## src/rtl/sge_pkg.sv

```systemverilog
// Purpose: Shared constants and types for the serial-bus sixteen-bit GPIO expander.
// Assumes: One 100 MHz system clock; the serial bus is sampled, never used as a clock.
// Notes:   Register pairs are selected by pointer bits [2:1], the port by bit [0].
package sge_pkg;

    // Fixed upper four bits of the slave address.
    localparam logic [3:0]  SGE_ADDR_PREFIX = 4'h4;
    // Bit count that marks a complete byte.
    localparam logic [3:0]  SGE_BYTE_BITS   = 4'h8;
    localparam logic [3:0]  SGE_LAST_BIT    = 4'h7;

    // Register pair codes, pointer bits [2:1].
    localparam logic [1:0]  SGE_PAIR_IN     = 2'h0;
    localparam logic [1:0]  SGE_PAIR_OUT    = 2'h1;
    localparam logic [1:0]  SGE_PAIR_POL    = 2'h2;
    localparam logic [1:0]  SGE_PAIR_DIR    = 2'h3;

    // Register reset values.
    localparam logic [15:0] SGE_OUT_RST     = 16'hffff;
    localparam logic [15:0] SGE_POL_RST     = 16'h0000;
    localparam logic [15:0] SGE_DIR_RST     = 16'hffff;
    localparam logic [2:0]  SGE_PTR_RST     = 3'h0;

    // Cycles after reset release during which the input snapshot follows the pins.
    localparam logic [1:0]  SGE_INIT_DONE   = 2'h3;
    // Buffer depth.
    localparam logic [1:0]  SGE_BUF_DEPTH   = 2'h2;

    typedef enum logic [6:0] {
        SGE_ST_IDLE = 7'b0000001,
        SGE_ST_RX   = 7'b0000010,
        SGE_ST_ACK  = 7'b0000100,
        SGE_ST_TX   = 7'b0001000,
        SGE_ST_MACK = 7'b0010000,
        SGE_ST_WAIT = 7'b0100000,
        SGE_ST_SPARE = 7'b1000000
    } sge_state_e_t;

    typedef enum logic [1:0] {
        SGE_PH_ADDR = 2'h0,
        SGE_PH_CMD  = 2'h1,
        SGE_PH_DATA = 2'h2
    } sge_phase_t;

    typedef struct packed {
        logic [2:0] ptr;
        logic [7:0] data;
    } sge_entry_t;

    typedef struct packed {
        logic            scl_s1;
        logic            scl_s2;
        logic            scl_s3;
        logic            sda_s1;
        logic            sda_s2;
        logic            sda_s3;
        logic [2:0]      strap_s1;
        logic [2:0]      strap_s2;
        logic [15:0]     pin_s1;
        logic [15:0]     pin_s2;
        sge_state_e_t    st;
        sge_phase_t      ph;
        logic [3:0]      cnt;
        logic [7:0]      shreg;
        logic            rw;
        logic            mack;
        logic [2:0]      ptr;
        logic [15:0]     outr;
        logic [15:0]     pol;
        logic [15:0]     dir;
        logic [15:0]     snap;
        logic [1:0]      init;
        logic            sda_oe;
        logic            int_oe;
        sge_entry_t [1:0] fifo;
        logic            wptr;
        logic            rptr;
        logic [1:0]      fcnt;
    } sge_regs_t;

endpackage : sge_pkg

```

## src/rtl/sge_expander.sv

```systemverilog
// Purpose: Serial-bus slave GPIO expander with sixteen pins and a change alert.
// Assumes: SCL and SDA are slow against clk_sys and pass two flip-flops first.
// Notes:   Written bytes pass a two-entry buffer; wr_hold stalls its drain.
`timescale 1ns/1ps

module sge_expander
    import sge_pkg::*;
(
    // Clock and reset.
    input  wire logic       clk_sys,
    input  wire logic       rst,
    // Serial bus; SDA is open drain.
    input  wire logic       scl_in,
    input  wire logic       sda_in,
    output logic            sda_out,
    output logic            sda_oe,
    // Address straps.
    input  wire logic       strap_sel_bit0,
    input  wire logic       strap_sel_bit1,
    input  wire logic       strap_sel_bit2,
    // Port pins.
    input  wire logic [7:0] port_lo_pins_in,
    output logic      [7:0] port_lo_pins_out,
    output logic      [7:0] port_lo_pins_oe,
    input  wire logic [7:0] port_hi_pins_in,
    output logic      [7:0] port_hi_pins_out,
    output logic      [7:0] port_hi_pins_oe,
    // Change alert, open drain, active low.
    output logic            alert_n_out,
    output logic            alert_n_oe,
    // Control and status.
    input  wire logic       wr_hold,
    output logic            buf_ready
);
    import sge_pkg::*;

    sge_regs_t  q;
    sge_regs_t  next_q;

    logic        scl_rise;
    logic        scl_fall;
    logic        start_ev;
    logic        stop_ev;
    logic        addr_match;
    logic        alert_lo;
    logic        alert_hi;
    logic [15:0] in_val;
    logic [7:0]  tx_byte;
    logic        push;
    logic        pop;
    logic        load_lo;
    logic        load_hi;
    sge_entry_t  head;

    localparam sge_regs_t SGE_RESET = '{
        st: SGE_ST_IDLE, ph: SGE_PH_ADDR, ptr: SGE_PTR_RST,
        outr: SGE_OUT_RST, pol: SGE_POL_RST, dir: SGE_DIR_RST,
        default: '0
    };

    assign scl_rise   = q.scl_s2 & ~q.scl_s3;
    assign scl_fall   = ~q.scl_s2 & q.scl_s3;
    assign start_ev   = q.scl_s2 & q.scl_s3 & q.sda_s3 & ~q.sda_s2;
    assign stop_ev    = q.scl_s2 & q.scl_s3 & ~q.sda_s3 & q.sda_s2;
    assign addr_match = (q.shreg[7:4] == SGE_ADDR_PREFIX)
                      && (q.shreg[3:1] == q.strap_s2);

    // Input read data shows the pin level inverted by the polarity register, whatever the direction.
    assign in_val  = q.pin_s2 ^ q.pol;
    always_comb begin
        case (q.ptr[2:1])
            SGE_PAIR_IN:  tx_byte = q.ptr[0] ? in_val[15:8] : in_val[7:0];
            SGE_PAIR_OUT: tx_byte = q.ptr[0] ? q.outr[15:8] : q.outr[7:0];
            SGE_PAIR_POL: tx_byte = q.ptr[0] ? q.pol[15:8] : q.pol[7:0];
            default:      tx_byte = q.ptr[0] ? q.dir[15:8] : q.dir[7:0];
        endcase
    end

    // Per-port alert sources compare live input pins with the last read snapshot.
    assign alert_lo = (q.init == SGE_INIT_DONE)
                    && |((q.pin_s2[7:0] ^ q.snap[7:0]) & q.dir[7:0]);
    assign alert_hi = (q.init == SGE_INIT_DONE)
                    && |((q.pin_s2[15:8] ^ q.snap[15:8]) & q.dir[15:8]);

    assign buf_ready = (q.fcnt != SGE_BUF_DEPTH);
    assign head      = q.fifo[q.rptr];
    assign pop       = (q.fcnt != 2'h0) && !wr_hold;
    assign push      = (q.st == SGE_ST_RX) && (q.ph == SGE_PH_DATA) && !q.rw && scl_fall
                    && (q.cnt == SGE_BYTE_BITS) && buf_ready && !start_ev && !stop_ev;

    // A byte goes out whenever a read starts or the master acknowledged the last one.
    logic load_tx;
    assign load_tx = scl_fall && !start_ev && !stop_ev
                  && (((q.st == SGE_ST_ACK) && (q.ph == SGE_PH_ADDR) && q.rw)
                   || ((q.st == SGE_ST_MACK) && q.mack));
    assign load_lo = load_tx && (q.ptr == 3'h0);
    assign load_hi = load_tx && (q.ptr == 3'h1);

    always_comb begin
        next_q = q;
        next_q.scl_s1   = scl_in;
        next_q.scl_s2   = q.scl_s1;
        next_q.scl_s3   = q.scl_s2;
        next_q.sda_s1   = sda_in;
        next_q.sda_s2   = q.sda_s1;
        next_q.sda_s3   = q.sda_s2;
        next_q.strap_s1 = {strap_sel_bit2, strap_sel_bit1, strap_sel_bit0};
        next_q.strap_s2 = q.strap_s1;
        next_q.pin_s1   = {port_hi_pins_in, port_lo_pins_in};
        next_q.pin_s2   = q.pin_s1;

        // The snapshot follows the pins until the synchronisers have filled.
        if (q.init != SGE_INIT_DONE) begin
            next_q.init = q.init + 2'h1;
            next_q.snap = q.pin_s2;
        end
        if (load_lo) begin
            next_q.snap[7:0] = q.pin_s2[7:0];
        end
        if (load_hi) begin
            next_q.snap[15:8] = q.pin_s2[15:8];
        end
        next_q.int_oe = alert_lo | alert_hi;

        if (start_ev) begin
            next_q.st     = SGE_ST_RX;
            next_q.ph     = SGE_PH_ADDR;
            next_q.cnt    = 4'h0;
            next_q.sda_oe = 1'b0;
        end else if (stop_ev) begin
            next_q.st     = SGE_ST_IDLE;
            next_q.sda_oe = 1'b0;
        end else begin
            case (q.st)
                SGE_ST_RX: begin
                    if (scl_rise && (q.cnt != SGE_BYTE_BITS)) begin
                        next_q.shreg = {q.shreg[6:0], q.sda_s2};
                        next_q.cnt   = q.cnt + 4'h1;
                    end else if (scl_fall && (q.cnt == SGE_BYTE_BITS)) begin
                        case (q.ph)
                            SGE_PH_ADDR: begin
                                if (addr_match) begin
                                    next_q.rw     = q.shreg[0];
                                    next_q.st     = SGE_ST_ACK;
                                    next_q.sda_oe = 1'b1;
                                end else begin
                                    next_q.st = SGE_ST_IDLE;
                                end
                            end
                            SGE_PH_CMD: begin
                                next_q.ptr    = q.shreg[2:0];
                                next_q.st     = SGE_ST_ACK;
                                next_q.sda_oe = 1'b1;
                            end
                            default: begin
                                if (buf_ready) begin
                                    next_q.ptr    = {q.ptr[2:1], ~q.ptr[0]};
                                    next_q.st     = SGE_ST_ACK;
                                    next_q.sda_oe = 1'b1;
                                end else begin
                                    next_q.st = SGE_ST_WAIT;
                                end
                            end
                        endcase
                    end
                end
                SGE_ST_ACK: begin
                    if (scl_fall) begin
                        next_q.sda_oe = 1'b0;
                        next_q.cnt    = 4'h0;
                        if (!((q.ph == SGE_PH_ADDR) && q.rw)) begin
                            next_q.st = SGE_ST_RX;
                            next_q.ph = (q.ph == SGE_PH_ADDR) ? SGE_PH_CMD : SGE_PH_DATA;
                        end
                    end
                end
                SGE_ST_TX: begin
                    if (scl_fall) begin
                        if (q.cnt == SGE_LAST_BIT) begin
                            next_q.sda_oe = 1'b0;
                            next_q.st     = SGE_ST_MACK;
                        end else begin
                            next_q.cnt    = q.cnt + 4'h1;
                            next_q.shreg  = {q.shreg[6:0], 1'b0};
                            next_q.sda_oe = ~q.shreg[6];
                        end
                    end
                end
                SGE_ST_MACK: begin
                    if (scl_rise) begin
                        next_q.mack = ~q.sda_s2;
                    end else if (scl_fall && !q.mack) begin
                        next_q.st = SGE_ST_WAIT;
                    end
                end
                SGE_ST_IDLE,
                SGE_ST_WAIT: begin
                    next_q.sda_oe = 1'b0;
                end
                default: begin
                    next_q.st     = SGE_ST_IDLE;
                    next_q.sda_oe = 1'b0;
                end
            endcase
            if (load_tx) begin
                next_q.st     = SGE_ST_TX;
                next_q.shreg  = tx_byte;
                next_q.cnt    = 4'h0;
                next_q.sda_oe = ~tx_byte[7];
                next_q.ptr    = {q.ptr[2:1], ~q.ptr[0]};
            end
        end

        // Written bytes carry their target pointer through the buffer.
        if (push) begin
            next_q.fifo[q.wptr] = '{ptr: q.ptr, data: q.shreg};
            next_q.wptr         = ~q.wptr;
        end
        if (pop) begin
            next_q.rptr = ~q.rptr;
            case (head.ptr[2:1])
                SGE_PAIR_OUT: begin
                    if (head.ptr[0]) next_q.outr[15:8] = head.data;
                    else             next_q.outr[7:0]  = head.data;
                end
                SGE_PAIR_POL: begin
                    if (head.ptr[0]) next_q.pol[15:8] = head.data;
                    else             next_q.pol[7:0]  = head.data;
                end
                SGE_PAIR_DIR: begin
                    if (head.ptr[0]) next_q.dir[15:8] = head.data;
                    else             next_q.dir[7:0]  = head.data;
                end
                default: begin
                    next_q.rptr = ~q.rptr;
                end
            endcase
        end
        next_q.fcnt = q.fcnt + {1'b0, push} - {1'b0, pop};
    end

    always_ff @(posedge clk_sys or posedge rst) begin
        if (rst) begin
            q <= SGE_RESET;
        end else begin
            q <= next_q;
        end
    end

    assign sda_out          = 1'b0;
    assign sda_oe           = q.sda_oe;
    assign alert_n_out      = 1'b0;
    assign alert_n_oe       = q.int_oe;
    assign port_lo_pins_out = q.outr[7:0];
    assign port_hi_pins_out = q.outr[15:8];
    assign port_lo_pins_oe  = ~q.dir[7:0];
    assign port_hi_pins_oe  = ~q.dir[15:8];
endmodule : sge_expander

```

## config.mk

```make
export PLATFORM = sky130hd
export DESIGN_NAME = sge_expander
export DESIGN_NICKNAME = d
export VERILOG_FILES = /design/src/rtl/sge_pkg.sv /design/src/rtl/sge_expander.sv
export SDC_FILE = /design/constraint.sdc
export NUM_CORES = 1
export LEC_CHECK = 0
export BUFFER_PORTS_ARGS = -buffer_cell sky130_fd_sc_hd__buf_2
export CAP_MARGIN = 40
export CELL_PAD_IN_SITES_DETAIL_PLACEMENT = 1
export CELL_PAD_IN_SITES_GLOBAL_PLACEMENT = 1
export CORE_MARGIN = 3
export CORE_UTILIZATION = 25
export CTS_BUF_LIST = sky130_fd_sc_hd__clkbuf_2
export CTS_CLUSTER_DIAMETER = 40
export DETAILED_ROUTE_END_ITERATION = 7
export GPL_TIMING_DRIVEN = 0
export PLACE_DENSITY = 0.49
export REMOVE_ABC_BUFFERS = 1
export SYNTH_ARGS = -nofsm -noshare
export SYNTH_HDL_FRONTEND = slang
export SYNTH_SLANG_ARGS = --single-unit
```

## constraint.sdc

```tcl
create_clock -name clk_sys -period 5.4 [get_ports clk_sys]
set_input_delay 1.08 -clock clk_sys [delete_from_list [all_inputs] [get_ports clk_sys]]
set_output_delay 1.08 -clock clk_sys [all_outputs]
set_load 0.01 [all_outputs]
```

After elaboration in Yosys (flattened, before gate mapping) --
Index checks and enable logic that the tools add are counted.
Word-level totals: output and inout port bits 37, register bits 164, input port bits 24, logic and storage cells 241
Cells by class: reductions and logical operators 61, bitwise operators 30, eq/ne operators 45, add/sub/neg operators 4, mux-type cells 62, $lt $le $gt $ge 3
Operators with widths (number):
- $mux W7 | 8
- $mux W12 | 4
- $mux W8 | 6
- $pmux W7 S5 | 1
- $mux W11 | 3
- $ne A5 B5 Y1 const B | 6
- $mux W13 | 2
- $logic_and A1 B1 Y1 | 24
- $ne A4 B4 Y1 const B | 6
- $pmux W8 S3 | 1
- $bwmux W22 | 1
- $reduce_and A7 Y1 | 3
- $mux W19 | 1
- $mux W1 | 18
- $mux W18 | 1
- $reduce_and A3 Y1 | 6
- $and A8 B8 Y8 | 2
- $not A8 Y8 | 2
- $pmux W8 S2 | 1
- $reduce_or A8 Y1 | 2
- $xor A16 B16 Y16 | 1
- $xor A8 B8 Y8 | 2
- $mux W3 | 5
- $not A1 Y1 | 15
- other kinds (48) | 84

Logic depth before layout (Yosys ltp) --
word-level depth 10, gate-level depth with buffers 10, mapped depth without buffers 10

Least setup slack after synthesis --
No wires, ideal clock.
kind register to register, start point reg q[118] (netlist name), end point reg q[1] (netlist name), cell stages (with the launch flop) 9, path slack 3.021 ns, setup time 0.123 ns, arrival 2.257 ns, path through dfrtp_1 or4_4 nor2_1 nand4_1 ha_1 inv_1 ha_1 xnor2_1 xnor2_1
RTL lines:
- from (decl) | RTL line sge_expander.sv:37 | sge_regs_t q;
- from (signal assigned) | RTL line sge_expander.sv:246 | q <= next_q;

Final worst setup path --
start point reg q[118] (netlist name), end point reg q[8] (netlist name)
On the way: word-level cells in the longest chain between the ends 8
RTL lines:
- $eq A7 B2 Y1 | RTL line sge_expander.sv:88 | assign push = (q.st == SGE_ST_RX) && (q.ph == SGE_PH_DATA) && !q.rw && scl_fall
- $logic_and A1 B1 Y1 (3 in a row) | RTL line sge_expander.sv:88
- $logic_and A1 B1 Y1 (4 in a row) | RTL line sge_expander.sv:89 | && (q.cnt == SGE_BYTE_BITS) && buf_ready && !start_ev && !stop_ev;
Every way passes these cells. A chain may end at the register's enable or synchronous reset.

==> results.json <==
{
  "worstHoldPathType": "input pin to asynchronous set/reset pin",
  "path_class": "flip-flop to flip-flop",
  "power_density_mw_per_mm2": 281.9,
  "syn-cell-area_mm2": 0.007342,
  "cts_resized": 0,
  "cp-end-kind": "flip-flop",
  "area_growth_pct": 13.04,
  "syn_inst": 643,
  "synth-seq-area-share_pct": 56.12,
  "dpl.hpwl_um": 13610,
  "synthFlopType": "dfrtp_1",
  "synth-edff-count": 0,
  "synthDistinctLibCells": 61,
  "yosysTopAreaCell": "dfrtp_1",
  "die_h_um": 177.4,
  "slew_headroom_pct": 49.04,
  "viasPerCell": 4.504,
  "initial_utilization_pct": 25.44,
  "numClockSinks": 163,
  "setup_slack_ps": 2333,
  "p_leak_nw": 3.525,
  "clock_path_buffers": 2,
  "skew_ps": 70.33,
  "dr.pass1.iters": 4,
  "tritoncts": "yes",
  "antenna_found_initial": 1,
  "synth-seq-cells": 163,
  "wl_per_cell_um": 17.34,
  "antenna_left": 0,
  "grt_first_pass_wirelength_um": 30530,
  "finalWirelength_um": 18810,
  "ys_top_cells_by_count": "dfrtp_1 (130), nor2_1 (55), nand2_1 (46)",
  "coreArea_mm2": 0.02886,
  "synth.top_cell.area_share_pct": 44.31,
  "ctsHoldBuffers": 0,
  "period_share_pct": 56.79,
  "cp.required_ps": 6040,
  "fin_util_pct": 28.76,
  "numPortBuffers": 58,
  "route.vias.total": 4887,
  "p_total_mw": 2.340,
  "async_flop_share_pct": 100.0,
  "syn_area_per_cell_um2": 11.42,
  "layout_min_cycle_time_ps": 3067,
  "rr_startpoint": "q[118]",
  "ir_worst_vdd_uv": 109.3,
  "cts_inserted_buffers": 17,
  "arrival_ps": 3700,
  "grt_max_degree": 92,
  "worstPathMaxFanout": 8,
  "grt_pass1_vias": 5383,
  "grt_overflow": 0,
  "ys_warn_count": 0,
  "worst-slew-pin-transition_ps": 764.4,
  "cts_setup_buffers": 0,
  "setup_viol": 0,
  "critPathLaunchType": "flip-flop",
  "gp_congestion": 0.7798,
  "hold_viol_final": 0,
  "drv_cap": 0,
  "clock_latency_ps": 780,
  "grt.total_usage_pct": 12.59,
  "drtIter0Drc": 145,
  "setup.worst_path.start": "q[118]",
  "maxSlewViolCount": 0,
  "io_pins": 61,
  "dp_slack_ps": 2409,
  "fp.dieW_um": 177.4,
  "dieArea_mm2": 0.03146,
  "drc": 0,
  "outcome": "complete, no violations",
  "final_nets": 716,
  "h-tree-depth": 4,
  "fp-row-count": 62,
  "synth.most_common_cell": "dfrtp_1",
  "root_buffer": "clkbuf_2",
  "clk_pin_slew_ps": 290,
  "grt_setup_unrepaired": "false",
  "drive_gt1_share_pct": 26.86,
  "synth_area_leaders": "dfrtp_1 (44%), dfstp_2 (12%), mux2_2 (4.9%), xnor2_1 (3.9%), mux2i_1 (3.4%)",
  "max_freq_mhz": 326.1
}
area by class of cell:
cell class	count	area (um2)
fillers	3266	20560
flip-flops and latches	163	4121
multi-input cells	408	2869
well taps	384	480.5
repair buffers	67	437.9
clock inverters	15	182.7
inverters	30	120.1
clock buffers	17	85.08
diodes	1	2.502
path summary, 6_finish.rpt:
path                                  endpoint  slack, ps  cells past startpoint
max                                       q[8]       2330                      6
min                                     q[117]        310                      2
max reg2reg                               q[8]       2330                      6
min reg2reg                             q[130]        390                      0
max in group asynchronous  port_hi_pins_out[7]       4210                      3
min in group clk_sys               next_q[129]        360                      1
through the flow:
stage	hold WS [ps]	cell area [um2]	setup TNS, ps	cells
floorplan	331.2	7099	-3947	601
global placement	332.0	7870	-264350	1043
detailed placement	335.6	8029	0	1052
CTS	246.6	8297	0	1084
global route	221.8	8299	0	1085
finish	310.7	8299	0	1085
routing by layer:
layer  up-vias  part of all wire [%]  GRT usage, %
li1       2304                     -             -
met1      2477                    47         16.71
met2        82                    48         20.66
met3        24                   3.0         2.696
met4         0                   2.1         3.829
met5         -                     0             0
critical path: stages, from the launching register on:
cell and delay [ps]:
dfrtp_1 550, or4_4 600, nor2_1 420, nand4_1 350
nor2_1 410, buf_4 270, mux2_2 350
cells in the final DEF (no fill, tap or decap), types with 4 or more instances in the layout:
cell type	count
clkinv_8	6
nand3_1	7
nor3_1	6
o22ai_1	11
nand2_1	46
xor2_1	5
dfstp_2	33
nor2_1	55
nand2b_1	8
inv_8	5
buf_2	58
nor4_1	5
xnor2_1	33
mux2_4	7
buf_4	4
and2_1	4
mux4_2	6
dfrtp_1	129
a31oi_1	6
mux2i_1	25
a21oi_1	40
mux2_2	32
nor2b_1	17
nand3b_1	4
ha_1	5
clkbuf_2	17
inv_1	29
a22oi_1	6
o21ai_0	37
logic make-up after synthesis:
kind of cell / after synthesis / synth area share, %
compound gates: 127 / 10.84
xor+xnor: 38 / 4.533
fa+ha+maj: 5 / 0.8521
buf+inv: 73 / 4.891
flops: 163 / 56.12
mux: 70 / 11.59
other cells: 1 / 0.05108
simple gates: 166 / 11.13
power breakdown:
group | internal (mW) | total, mW | switching [mW] | leakage (nW)
sequential | 1.29 | 1.37 | 0.0834 | 1.97
clock | 0.163 | 0.704 | 0.541 | 0.158
combinational | 0.122 | 0.262 | 0.140 | 1.39
sequential cells by signal, indices dropped and copies added (netlist names):
name              flops
alert_n_oe            1
next_q               23
port_hi_pins_out      8
port_lo_pins_out      8
q                   122
sda_oe                1
(Power assumes the default switching activity.)
